===== config.mk =====
export PLATFORM = sky130hd
export DESIGN_NAME = ctn_core
export DESIGN_NICKNAME = d
export VERILOG_FILES = /design/src/shared/ctn_pkg.sv /design/src/core/ctn_core.sv
export SDC_FILE = /design/constraint.sdc
export NUM_CORES = 1
export LEC_CHECK = 0
export BUFFER_PORTS_ARGS = -buffer_cell sky130_fd_sc_hd__clkbuf_2
export CAP_MARGIN = 10
export CORE_MARGIN = 4
export CORE_UTILIZATION = 30
export DETAILED_ROUTE_END_ITERATION = 12
export HOLD_SLACK_MARGIN = 0.1
export PLACE_DENSITY = 0.45
export SLEW_MARGIN = 25
export SYNTH_ARGS = -nofsm -noshare
export SYNTH_HDL_FRONTEND = slang
export SYNTH_SLANG_ARGS = --single-unit

===== constraint.sdc =====
create_clock -name clock -period 4.1 [get_ports clock]
set_input_delay 0.615 -clock clock [delete_from_list [all_inputs] [get_ports clock]]
set_output_delay 0.615 -clock clock [all_outputs]
set_load 0.005 [all_outputs]

===== src/shared/ctn_pkg.sv =====
// package: register map, field positions and reset values for the cycle timer / nm block
package ctn_pkg;
  // register byte addresses (apb, one 32-bit word each)
  localparam logic [7:0] ADDR_ACCEPT_MASK = 8'h00;
  localparam logic [7:0] ADDR_NMV0 = 8'h04;
  localparam logic [7:0] ADDR_NMV5 = 8'h18;
  localparam logic [7:0] ADDR_NMV_LEN = 8'h1c;
  localparam logic [7:0] ADDR_TIMER_CTRL = 8'h20;
  localparam logic [7:0] ADDR_T1_CYCLE = 8'h24;
  localparam logic [7:0] ADDR_T1_OFFSET = 8'h28;
  localparam logic [7:0] ADDR_T2_CFG0 = 8'h2c;
  localparam logic [7:0] ADDR_T2_CFG1 = 8'h30;
  localparam logic [7:0] ADDR_SLOT_SEL = 8'h34;
  localparam logic [7:0] ADDR_SLOT_READ = 8'h38;
  localparam logic [7:0] ADDR_TIMER_FLAGS = 8'h3c;
  localparam logic [7:0] ADDR_SLOT_STAT0 = 8'h40;
  localparam logic [7:0] ADDR_SLOT_STAT7 = 8'h5c;
  // timer control bits
  localparam int T2_REL_BIT = 15;
  localparam int SECOND_TIMER_REPEAT_BIT = 14;
  localparam int T2_STOP_BIT = 10;
  localparam int T2_START_BIT = 9;
  localparam int T2_RUN_BIT = 8;
  localparam int ABS_TIMER_REPEAT_BIT = 6;
  localparam int T1_STOP_BIT = 2;
  localparam int T1_START_BIT = 1;
  localparam int T1_RUN_BIT = 0;
  // cycle set: value in [5:0], mask in [13:8]
  localparam int CYC_VAL_LSB = 0;
  localparam int CYC_MSK_LSB = 8;
  // slot select: write mode bit, selector, slot id
  localparam int SEL_WMODE_BIT = 15;
  localparam int SEL_LSB = 12;
  localparam int SLOT_ID_W = 11;
  // nm vector
  localparam int NMV_BYTES = 12;
  localparam logic [15:0] RST_ZERO16 = 16'h0000;
endpackage


===== src/core/ctn_core.sv =====
// cycle timers, nm vector accumulation and slot status selection registers
// Notes on behaviour
// acceptance mask held and applied to sync filtering
// six vector registers; bytes beyond length stay zero
// received nm vectors ORed within a cycle
// visible vector updated at cycle end only
// payload byte 2n upper, 2n+1 lower
// software keeps vector length at most twelve
// timer one absolute; timer two mode bit
// repeat bit: once-then-idle or repeating
// stop trigger writes one to stop
// start trigger writes one to start
// running state bit readable
// timers stop outside normal active/passive
// timer one cycle filter value and mask
// timer one macrotick offset sets expiry point
// timer one config changes apply immediately
// timer two config: absolute fields or count
// absolute timer two uses new values immediately
// relative timer two reloads only after expiry
// write mode bit: all fields or selector
// two-bit selector picks internal register
// slot id zero captures symbol window/nit
// even/odd status registers, channel b upper
// status stored after selected slot ends
// expiry on match or count; flag raised
// one-shot timer returns idle after expiry
`timescale 1ns/1ps
`default_nettype none
module ctn_core #(
  parameter int MT_W = 14,
  parameter int CYC_W = 6
) (
  // clock and reset
  input wire logic clock,
  input wire logic arst_n,
  // apb slave
  input wire logic psel,
  input wire logic penable,
  input wire logic pwrite,
  input wire logic [7:0] paddr,
  input wire logic [31:0] pwdata,
  output logic [31:0] prdata,
  output logic pready,
  output logic pslverr,
  // protocol engine events
  input wire logic poc_normal,
  input wire logic [CYC_W-1:0] cycle_count,
  input wire logic [MT_W-1:0] mt_count,
  input wire logic mt_tick,
  input wire logic cycle_end,
  input wire logic nmv_valid,
  input wire logic [95:0] nmv_payload,
  input wire logic [15:0] rx_frame_id,
  input wire logic [15:0] sync_filter_value,
  input wire logic slot_end,
  input wire logic [ctn_pkg::SLOT_ID_W-1:0] slot_id,
  input wire logic nit_end,
  input wire logic [7:0] slot_status_a,
  input wire logic [7:0] slot_status_b,
  // results
  output logic sync_id_accept,
  output logic abs_timer_expired,
  output logic second_timer_expired
);
  // counters wider than the config fields cannot be matched
  if (MT_W < 1 || MT_W > 16 || CYC_W < 1 || CYC_W > 6) begin : g_bad_width
    $error("ctn_core: unsupported counter widths");
  end

  typedef struct packed {
    logic [31:0] prdata;
    logic pready;
    logic pslverr;
    logic [15:0] accept_filter_mask;
    logic sync_id_accept;
    logic [95:0] nmv_acc;
    logic [95:0] nmv_vis;
    logic [3:0] nm_vector_len_field;
    logic second_timer_rel_mode;
    logic second_timer_repeat;
    logic second_timer_running;
    logic abs_timer_repeat;
    logic abs_timer_running;
    logic [15:0] t1_cycle;
    logic [15:0] t1_offset;
    logic [15:0] t2_cfg0;
    logic [15:0] t2_cfg1;
    logic [31:0] t2_left;
    logic t2_armed;
    logic abs_timer_expired;
    logic second_timer_expired;
    logic t1_flag;
    logic t2_flag;
    logic [1:0] sel;
    logic [3:0][10:0] monitored_slot_id;
    logic [7:0][15:0] slot_stat;
  } ctn_state_s;

  ctn_state_s st_ff;
  ctn_state_s nxt_st;

  // absolute match: masked cycle bits equal and macrotick at offset
  function automatic logic abs_match(input logic [15:0] cyc,
                                     input logic [15:0] off,
                                     input logic [CYC_W-1:0] cc,
                                     input logic [MT_W-1:0] mt);
    logic [CYC_W-1:0] v;
    logic [CYC_W-1:0] m;
    v = cyc[ctn_pkg::CYC_VAL_LSB +: CYC_W];
    m = cyc[ctn_pkg::CYC_MSK_LSB +: CYC_W];
    abs_match = ((cc & m) == (v & m)) && (mt == off[MT_W-1:0]);
  endfunction

  logic acc;
  logic wr;
  logic rd;
  logic [15:0] wd;
  logic [15:0] tctl;
  logic t1_hit;
  logic t2_hit;
  logic [95:0] len_mask;
  logic [2:0] stat_idx;

  always_comb begin
    nxt_st = st_ff;
    acc = psel && penable && !st_ff.pready;
    wr = acc && pwrite;
    rd = acc && !pwrite;
    wd = pwdata[15:0];
    t1_hit = 1'b0;
    t2_hit = 1'b0;
    stat_idx = 3'd0;
    nxt_st.pready = acc;
    nxt_st.pslverr = 1'b0;
    nxt_st.abs_timer_expired = 1'b0;
    nxt_st.second_timer_expired = 1'b0;
    // masked id compare for sync frame acceptance
    nxt_st.sync_id_accept = ((rx_frame_id & ~st_ff.accept_filter_mask) ==
      (sync_filter_value & ~st_ff.accept_filter_mask));
    // bytes beyond the length never enter the accumulator
    for (int i = 0; i < ctn_pkg::NMV_BYTES; i++) begin
      len_mask[95-8*i -: 8] = (i < st_ff.nm_vector_len_field) ? 8'hff : 8'h00;
    end
    // payload byte 0 sits at [95:88], the upper byte of part 0
    if (nmv_valid) begin
      nxt_st.nmv_acc = st_ff.nmv_acc | (nmv_payload & len_mask);
    end
    if (cycle_end) begin
      // last vector of the cycle is folded in before the copy
      nxt_st.nmv_vis = (st_ff.nmv_acc |
        (nmv_valid ? (nmv_payload & len_mask) : 96'h0)) & len_mask;
      nxt_st.nmv_acc = 96'h0;
    end
    // timer one: always absolute, new config used at once
    if (st_ff.abs_timer_running && mt_tick &&
        abs_match(st_ff.t1_cycle, st_ff.t1_offset, cycle_count, mt_count)) begin
      t1_hit = 1'b1;
    end
    // timer two: absolute match or relative countdown
    if (st_ff.second_timer_running && mt_tick) begin
      if (!st_ff.second_timer_rel_mode) begin
        t2_hit = abs_match(st_ff.t2_cfg0, st_ff.t2_cfg1, cycle_count, mt_count);
      end else if (st_ff.t2_left <= 32'd1) begin
        t2_hit = 1'b1;
        // reload from config only after the running period ends
        nxt_st.t2_left = {st_ff.t2_cfg0, st_ff.t2_cfg1};
      end else begin
        nxt_st.t2_left = st_ff.t2_left - 32'd1;
      end
    end
    if (t1_hit) begin
      nxt_st.abs_timer_expired = 1'b1;
      nxt_st.t1_flag = 1'b1;
      nxt_st.abs_timer_running = st_ff.abs_timer_repeat;
    end
    if (t2_hit) begin
      nxt_st.second_timer_expired = 1'b1;
      nxt_st.t2_flag = 1'b1;
      nxt_st.second_timer_running = st_ff.second_timer_repeat;
    end
    // status capture after the chosen slot; id zero means nit/symbol
    for (int n = 0; n < 4; n++) begin
      if ((slot_end && st_ff.monitored_slot_id[n] == slot_id &&
           slot_id != '0) ||
          (nit_end && st_ff.monitored_slot_id[n] == '0)) begin
        stat_idx = 3'(2*n + (cycle_count[0] ? 1 : 0));
        nxt_st.slot_stat[stat_idx] = {slot_status_b, slot_status_a};
      end
    end
    // register writes
    if (wr) begin
      unique case (paddr)
        ctn_pkg::ADDR_ACCEPT_MASK: nxt_st.accept_filter_mask = wd;
        // software keeps this at 12 or less; larger values clamp
        ctn_pkg::ADDR_NMV_LEN: nxt_st.nm_vector_len_field =
          (wd > 16'd12) ? 4'd12 : wd[3:0];
        ctn_pkg::ADDR_TIMER_CTRL: begin
          nxt_st.second_timer_rel_mode = wd[ctn_pkg::T2_REL_BIT];
          nxt_st.second_timer_repeat = wd[ctn_pkg::SECOND_TIMER_REPEAT_BIT];
          nxt_st.abs_timer_repeat = wd[ctn_pkg::ABS_TIMER_REPEAT_BIT];
          if (wd[ctn_pkg::T1_START_BIT]) begin
            nxt_st.abs_timer_running = 1'b1;
          end
          if (wd[ctn_pkg::T2_START_BIT]) begin
            nxt_st.second_timer_running = 1'b1;
            nxt_st.t2_left = {st_ff.t2_cfg0, st_ff.t2_cfg1};
          end
          // stop wins over start in the same write
          if (wd[ctn_pkg::T1_STOP_BIT]) begin
            nxt_st.abs_timer_running = 1'b0;
          end
          if (wd[ctn_pkg::T2_STOP_BIT]) begin
            nxt_st.second_timer_running = 1'b0;
          end
        end
        ctn_pkg::ADDR_T1_CYCLE: nxt_st.t1_cycle = wd;
        ctn_pkg::ADDR_T1_OFFSET: nxt_st.t1_offset = wd;
        ctn_pkg::ADDR_T2_CFG0: nxt_st.t2_cfg0 = wd;
        ctn_pkg::ADDR_T2_CFG1: nxt_st.t2_cfg1 = wd;
        ctn_pkg::ADDR_SLOT_SEL: begin
          nxt_st.sel = wd[ctn_pkg::SEL_LSB +: 2];
          if (!wd[ctn_pkg::SEL_WMODE_BIT]) begin
            nxt_st.monitored_slot_id[wd[ctn_pkg::SEL_LSB +: 2]] =
              wd[ctn_pkg::SLOT_ID_W-1:0];
          end
        end
        // write one to clear; an expiry in the same cycle wins
        ctn_pkg::ADDR_TIMER_FLAGS: begin
          if (wd[0] && !t1_hit) begin
            nxt_st.t1_flag = 1'b0;
          end
          if (wd[1] && !t2_hit) begin
            nxt_st.t2_flag = 1'b0;
          end
        end
        default: nxt_st.pslverr = !(paddr >= ctn_pkg::ADDR_NMV0 &&
          paddr <= ctn_pkg::ADDR_NMV5 && paddr[1:0] == 2'b00) &&
          !(paddr >= ctn_pkg::ADDR_SLOT_STAT0 &&
          paddr <= ctn_pkg::ADDR_SLOT_STAT7 && paddr[1:0] == 2'b00);
      endcase
    end
    // leaving normal active/passive kills both timers
    if (!poc_normal) begin
      nxt_st.abs_timer_running = 1'b0;
      nxt_st.second_timer_running = 1'b0;
    end
    // register reads
    tctl = 16'h0000;
    tctl[ctn_pkg::T2_REL_BIT] = st_ff.second_timer_rel_mode;
    tctl[ctn_pkg::SECOND_TIMER_REPEAT_BIT] = st_ff.second_timer_repeat;
    tctl[ctn_pkg::T2_RUN_BIT] = st_ff.second_timer_running;
    tctl[ctn_pkg::ABS_TIMER_REPEAT_BIT] = st_ff.abs_timer_repeat;
    tctl[ctn_pkg::T1_RUN_BIT] = st_ff.abs_timer_running;
    nxt_st.prdata = 32'h0;
    if (rd) begin
      if (paddr >= ctn_pkg::ADDR_NMV0 && paddr <= ctn_pkg::ADDR_NMV5 &&
          paddr[1:0] == 2'b00) begin
        nxt_st.prdata[15:0] = st_ff.nmv_vis[95-16*((paddr-8'h04)>>2) -: 16];
      end else if (paddr >= ctn_pkg::ADDR_SLOT_STAT0 &&
                   paddr <= ctn_pkg::ADDR_SLOT_STAT7 &&
                   paddr[1:0] == 2'b00) begin
        nxt_st.prdata[15:0] = st_ff.slot_stat[3'((paddr-8'h40)>>2)];
      end else begin
        unique case (paddr)
          ctn_pkg::ADDR_ACCEPT_MASK: nxt_st.prdata[15:0] = st_ff.accept_filter_mask;
          ctn_pkg::ADDR_NMV_LEN: nxt_st.prdata[3:0] = st_ff.nm_vector_len_field;
          ctn_pkg::ADDR_TIMER_CTRL: nxt_st.prdata[15:0] = tctl;
          ctn_pkg::ADDR_T1_CYCLE: nxt_st.prdata[15:0] = st_ff.t1_cycle;
          ctn_pkg::ADDR_T1_OFFSET: nxt_st.prdata[15:0] = st_ff.t1_offset;
          ctn_pkg::ADDR_T2_CFG0: nxt_st.prdata[15:0] = st_ff.t2_cfg0;
          ctn_pkg::ADDR_T2_CFG1: nxt_st.prdata[15:0] = st_ff.t2_cfg1;
          ctn_pkg::ADDR_SLOT_SEL: nxt_st.prdata[15:0] =
            {2'b00, st_ff.sel, 1'b0, st_ff.monitored_slot_id[st_ff.sel]};
          ctn_pkg::ADDR_TIMER_FLAGS: nxt_st.prdata[1:0] =
            {st_ff.t2_flag, st_ff.t1_flag};
          default: nxt_st.pslverr = 1'b1;
        endcase
      end
    end
  end

  always_ff @(posedge clock or negedge arst_n) begin
    if (!arst_n) begin
      st_ff <= '0;
    end else begin
      st_ff <= nxt_st;
    end
  end

  assign prdata = st_ff.prdata;
  assign pready = st_ff.pready;
  assign pslverr = st_ff.pslverr;
  assign sync_id_accept = st_ff.sync_id_accept;
  assign abs_timer_expired = st_ff.abs_timer_expired;
  assign second_timer_expired = st_ff.second_timer_expired;

  property p_stop_outside_normal;
    @(posedge clock) disable iff (!arst_n)
      !poc_normal |=> !st_ff.abs_timer_running && !st_ff.second_timer_running;
  endproperty
  a_stop_outside_normal: assert property (p_stop_outside_normal)
    else $error("timer running outside normal state");

  property p_oneshot_idle;
    @(posedge clock) disable iff (!arst_n)
      abs_timer_expired && !st_ff.abs_timer_repeat |-> !st_ff.abs_timer_running;
  endproperty
  a_oneshot_idle: assert property (p_oneshot_idle)
    else $error("one-shot timer one still running after expiry");

  property p_vis_cycle_end;
    @(posedge clock) disable iff (!arst_n)
      !cycle_end |=> $stable(st_ff.nmv_vis);
  endproperty
  a_vis_cycle_end: assert property (p_vis_cycle_end)
    else $error("visible vector changed mid-cycle");

  property p_len_zero;
    @(posedge clock) disable iff (!arst_n)
      (st_ff.nmv_vis & ~len_mask) == 96'h0;
  endproperty
  a_len_zero: assert property (p_len_zero)
    else $error("unused vector bytes not zero");

  property p_start;
    @(posedge clock) disable iff (!arst_n)
      wr && paddr == ctn_pkg::ADDR_TIMER_CTRL && wd[ctn_pkg::T1_START_BIT] &&
      !wd[ctn_pkg::T1_STOP_BIT] && poc_normal |=> st_ff.abs_timer_running;
  endproperty
  a_start: assert property (p_start)
    else $error("start trigger did not start timer one");

  property p_stop;
    @(posedge clock) disable iff (!arst_n)
      wr && paddr == ctn_pkg::ADDR_TIMER_CTRL && wd[ctn_pkg::T2_STOP_BIT]
      |=> !st_ff.second_timer_running;
  endproperty
  a_stop: assert property (p_stop)
    else $error("stop trigger did not stop timer two");

  property p_expire_flag;
    @(posedge clock) disable iff (!arst_n)
      second_timer_expired |-> st_ff.t2_flag;
  endproperty
  a_expire_flag: assert property (p_expire_flag)
    else $error("expiry without flag");

  property p_t1_flag;
    @(posedge clock) disable iff (!arst_n)
      abs_timer_expired |-> st_ff.t1_flag;
  endproperty
  a_t1_flag: assert property (p_t1_flag)
    else $error("timer one expiry without flag");

  property p_t2_oneshot;
    @(posedge clock) disable iff (!arst_n)
      second_timer_expired && !st_ff.second_timer_repeat |-> !st_ff.second_timer_running;
  endproperty
  a_t2_oneshot: assert property (p_t2_oneshot)
    else $error("one-shot timer two still running after expiry");

  property p_sel1_capture;
    @(posedge clock) disable iff (!arst_n)
      slot_end && slot_id != '0 && st_ff.monitored_slot_id[1] == slot_id
      |=> st_ff.slot_stat[{2'b01, $past(cycle_count[0])}] ==
        $past({slot_status_b, slot_status_a});
  endproperty
  a_sel1_capture: assert property (p_sel1_capture)
    else $error("selected slot status not stored");

  property p_apb_ready;
    @(posedge clock) disable iff (!arst_n)
      psel && penable && !pready |=> pready;
  endproperty
  a_apb_ready: assert property (p_apb_ready)
    else $error("apb access not answered in one cycle");
endmodule
`default_nettype wire


==> Word level (Yosys, flattened, before mapping) <==
Index checks and enable logic that the tools add are counted.
{ "word_totals": {"regBits": 510, "output_inout_bits": 37, "input_bits": 226} }
{ "classes": {"muxes": 86, "magnitude_cmp": 30, "shifts": 1, "addsub": 7, "eq_ne": 17, "n_reduce_logical": 61, "n_bitwise": 12} }
{ "ops": {"columns": ["cell", "count"], "rows": [
  ["$bwmux W128", 4],
  ["$mux W128", 4],
  ["$mux W16", 13],
  ["$and A96 B96 Y96", 2],
  ["$demux W16 S3", 4],
  ["$mux W192", 1],
  ["$mux W96", 2],
  ["$or A96 B96 Y96", 2],
  ["$mux W32", 5],
  ["$shiftx A111 B33 Y16", 1],
  ["$mux W99", 1],
  ["$mux W8", 12],
  ["$pmux W12 S7", 1],
  ["$eq A8 B6 Y1 const B", 7],
  ["$bmux W16 S3", 1],
  ["$mux W48", 1],
  ["$mux W46", 1],
  ["$bwmux W44", 1],
  ["$eq A11 B11 Y1", 4],
  ["$logic_not A11 Y1", 4],
  ["$mux W44", 1],
  ["$logic_and A1 B1 Y1", 33],
  ["$and A16 B16 Y16", 2],
  ["$le A32 B1 Y1 const B", 1],
  ["other kinds (45)", 106]
]} }

==> Longest topological paths before layout <==
{ "depth": {"ltp_word": 13, "depth_mapped": 16, "mapped_depth_nobuf": 9} }

==> Worst setup path after synthesis <==
OpenSTA, ideal clock, no wires.
{ "synth_path": {"path_kind": "input-to-reg", "from": "input port paddr[2]", "to": "register st_ff, in the netlist prdata[0]", "path_slack_ns": -0.012, "n_path_buf": 7, "t_arrival_ns": 3.982, "stages": 14, "setup_ns": 0.130, "cell_sequence": "buf_2 > buf_2 > clkbuf_1 > clkbuf_1 > inv_1 > ha_1 > clkbuf_1 > inv_1 > ha_1 > clkbuf_1 > clkbuf_1 > mux4_2 > a22oi_1 > o22ai_1"} }
{ "synth_rtl": {"columns": ["element", "line_no", "source"], "rows": [
  ["start: declaration", "ctn_core.sv:41", "input wire logic [7:0] paddr,"],
  ["end signal: assignment", "ctn_core.sv:287", "st_ff <= nxt_st;"],
  ["end: declaration", "ctn_core.sv:100", "ctn_state_s st_ff;"]
]} }

==> Final worst setup path <==
{ "layout_path": {"from": "input port paddr[2]", "to": "register st_ff[158] (netlist bit)"} }
{ "layout_via": {"elab_chain_cells": 2} }
{ "layout_lines": {"columns": ["element", "line_no", "source"], "rows": [
  ["$eq A8 B6 Y1", "ctn_core.sv:193", "unique case (paddr)"],
  ["$reduce_and A3 Y1 (no source line)", null, null]
]} }
No other way between the ends.
A chain may end at the register's enable or synchronous reset.

==> out/results.env <==
OUTCOME='completed'
TIMING.CRITICAL_PATH.TO_TYPE='flip-flop'
YS.WARNINGS.COUNT=0
CTS_ROOT_BUF='sky130_fd_sc_hd__clkbuf_16'
CRIT_PATH_START_KIND='input pin'
DIE-AREA_SQ_UM=86500
FLOORPLAN.IO_PINS=263
POST_ROUTE_CELLS_DRIVE_ABOVE_1_SHARE=0.313
HTREEDEPTH=2
VIA_COUNT=18100
WORSTPATHREQUIRED_NS=4.57
TIMING.SETUP.CRITICAL_PATH_CLASS='input pin to flip-flop'
MIN_PATH_TYPE='input pin to flip-flop'
NUM-NETS-FINAL=2554
AREA.GROWTH.SYNTH_TO_FINAL_PCT=17.1
CORE_AREA_SQ_UM=80800
ROUTEDWLPERCELL_UM=24.3
SETUP_REPAIR_AFTER_GLOBAL_ROUTING_MISSED_ITS_MARGIN='no'
TIMING.CRITICAL_PATH.CELLS='buf_4 -> ha_1 -> buf_4 -> or3b_1 -> nor4_1 -> nand3b_1 -> mux2_2'
FINALCRITICALPERIOD_NS=3.16
CTS_MADE_BUFFERS=58
FMAX_GHz=0.316
PLACE.GP.CONGESTION=0.915
SLEW_VIOL_FINAL=0
P_LEAK_nW=12.7
NETLIST_AREA_PRE_PLACE_SQ_UM=24600
POST_SYNTHESIS_INSTANCE_TOTAL=2134
FIRST_PASS_GRT_WIRE_LENGTH_MM=123
CRITPATHTOPFAMILY='simple AND/OR/NAND/NOR gates'
POST_DETAILED_ROUTE_VIA_TO_CELL_RATIO=5.26
BUFFER_LEVELS_ON_THE_LONGEST_CLOCK_PATH=3
FIRST_GLOBAL_VIAS=18600
FINALSETUPVIOLATIONS=0
P_PER_CELL_AREA_nW_PER_UM2=414
FINAL_HOLD_VIO_COUNT=0
ROW_COUNT=104
PATH_BUF_INV=2
TIGHTEST_SLEW_NS=0.987
RR_WORST_DEPTH=5
GLOBAL_ROUTE.OVERFLOW_TOTAL=0
FINCLKSKEW_NS=0.0663
FF_LATCH_AREA_SQ_UM=12800
POSTSYNTH.ASYNCRESETSHARE=1.00
PLACE_HPWL_MM=60.2
CRIT_PATH_START='paddr[2]'
MOST-COMMON-LAYOUT-CELLS='sky130_fd_sc_hd__dfrtp_1 (510), sky130_fd_sc_hd__mux2_2 (276), sky130_fd_sc_hd__clkbuf_2 (227), sky130_fd_sc_hd__a21oi_1 (172), sky130_fd_sc_hd__nor2_1 (163)'
CTS_TREE='yes'
MULTI_INPUT_AREA_SQ_UM=10700
MIN_DELAY_PATH_DEPTH=3
GRTUSAGETOTAL=0.189
SYNTH_EDF_COUNT=0
RELSLEWSLACK=0.335
HOLD-PATH-ENDPOINT='st_ff[391]'
SYNTH_CELL_TYPES=77
DIE_H_UM=294
FINAL_MIN_PERIOD_OVER_CLOCK_PERIOD=0.771
SETUP.REG_TO_REG.WORST_SLACK_NS=1.36
FIN_SETUP_TNS_NS=0
SYN-MEAN-INSTANCE-AREA_SQ_UM=11.5
POST-ROUTE-DRC-COUNT=0
CTS.SINKS=510
DRT_WL_TOTAL_MM=83.2
STARTING_UTILIZATION_OF_THE_CORE_AREA=0.304
CRITICAL_PATH_ARRIVAL_NS=3.63
PREDOMINANT_POST_SYNTHESIS_FLOP_CELL='sky130_fd_sc_hd__dfrtp_1'
MAX_CAP_VIOLATIONS=0
VDD_DROP_MAX_uV=301
MIN_FROM='nmv_payload[11]'
FIRST_ITER_VIOLATIONS=1378
LAYOUT.CELLS.MOST_COMMON='sky130_fd_sc_hd__dfrtp_1'
DIE_W_UM=294
CRIT_PATH_MAX_FANOUT=15
GRT_START_MAX_NET_PINS=104
CLK_LATENCY_NS=0.64
TIMING.CRITICAL_PATH.MODE_CELL='sky130_fd_sc_hd__buf_4'
ANTENNA_VIOLATING_NETS_POST_ROUTE=0
WORSTREG2REGEND='st_ff[158]'
CLKTRANSATPATHREGS_NS=0.06
SYNTH.YOSYS.SEQ_AREA_SHARE=0.520
POST-ROUTE-UTIL=0.356
CRIT_PATH_TOP_DELAY_CELL='sky130_fd_sc_hd__nor4_1'
R2R-START='pready'
ANTENNA_FOUND_INITIAL=8
N_FILL_CELL=8005
FF_LATCH_COUNT_SYNTH=510
PORT-BUFFER-COUNT=230
SLOWEST_DELAY_NS=0.68
FIRST_PASS_ITERS=8
## worst max-delay path by stage
stage	endpoint	slack, ns	cells past startpoint
4_1_cts	st_ff[158]	1.04	7
2_1_floorplan	prdata[0]	0.12	14
3_5_place_dp	st_ff[155]	0.43	7
6_report	st_ff[158]	0.94	7
3_3_place_gp	st_ff[158]	0.47	7
5_1_grt	st_ff[154]	0.75	7
## report_power, final
| part | leakage [nW] | internal (W) | switching, W |
|---|---|---|---|
| clock network | 0.946 | 0.00305 | 0.00217 |
| registers | 6.75 | 0.00529 | 0.000151 |
| logic | 4.96 | 0.000557 | 0.000693 |
## worst reg2reg max path, delay by kind of cell, from the launching register on
kind / cells / cell delay [ns]
buffers and inverters: 1 / 0.21
multiplexers: 1 / 0.47
AND/OR/NAND/NOR: 3 / 1.56
flip-flops: 1 / 0.39
## flip-flops by register name, summed over array words and instances, names as in the netlist
signal,cells
abs_timer_expired,1
prdata,16
pready,1
pslverr,1
second_timer_expired,1
st_ff,489
sync_id_accept,1
## synthesized netlist by cell type (43+ instances only)
library cell                 n  area share
sky130_fd_sc_hd__o22ai_1    98       0.025
sky130_fd_sc_hd__o21ai_0    58       0.012
sky130_fd_sc_hd__mux4_2     59       0.054
sky130_fd_sc_hd__clkbuf_1   86       0.013
sky130_fd_sc_hd__nor2_1    163       0.025
sky130_fd_sc_hd__xnor2_1    95       0.034
sky130_fd_sc_hd__a22oi_1    43       0.013
sky130_fd_sc_hd__a21oi_1   172       0.035
sky130_fd_sc_hd__dfrtp_1   510        0.52
sky130_fd_sc_hd__inv_1      94       0.014
sky130_fd_sc_hd__mux2_2    276        0.13
sky130_fd_sc_hd__nand2_1    83       0.013
## routing by layer
| layer | routed length, um | vias to the layer above | part of all wire | track usage |
|---|---|---|---|---|
| met2 | 39000 | 592 | 0.47 | 0.306 |
| met3 | 5240 | 128 | 0.063 | 0.0369 |
| met1 | 36600 | 9271 | 0.44 | 0.258 |
| met5 | 40 | - | 0.00048 | 0 |
| li1 | - | 8055 | - | - |
| met4 | 2400 | 6 | 0.029 | 0.0558 |
## timing repair
action / in CTS / in global routing
hold buffers: 1 / 0
resized for setup: 0 / 0
endpoints found under the hold margin: 65 / 0
setup buffers: 0 / 0
## metrics by stage
stage / instances / hold WS (ns) / power [W] / worst slack, ns / instance area (sq um)
6_report: 3431 / 0.230 / 0.0119 / 0.940 / 28800
3_5_place_dp: 3320 / 0.470 / 0.00680 / 0.429 / 26800
3_3_place_gp: 3320 / 0.468 / 0.00676 / 0.472 / 26800
4_1_cts: 3425 / 0.182 / 0.0121 / 1.04 / 28800
2_1_floorplan: 2149 / 0.319 / 0.00621 / 0.117 / 24600
5_1_grt: 3426 / 0.215 / 0.0124 / 0.749 / 28800
## cell type report
type | instances | share of cell area
antenna | 6 | 0.000522
multi-input combinational | 1368 | 0.372
inverter | 94 | 0.0123
clock inverter | 18 | 0.00761
timing repair buffer | 289 | 0.0587
sequential | 510 | 0.444
clock buffer | 86 | 0.0590
tap | 1060 | 0.0461
## logic make-up (layout without fill, tap and decap cells)
kind of cell	after synthesis	after routing	synth area share
mux	349	349	0.186
compound gates	464	464	0.115
xor+xnor	127	127	0.0453
other cells	1	22	0.000153
flops	510	510	0.520
buf+inv	271	487	0.0482
fa+ha+maj	7	7	0.00357
simple gates	405	405	0.0820
No activity file was read; power rests on OpenSTA's default activity.
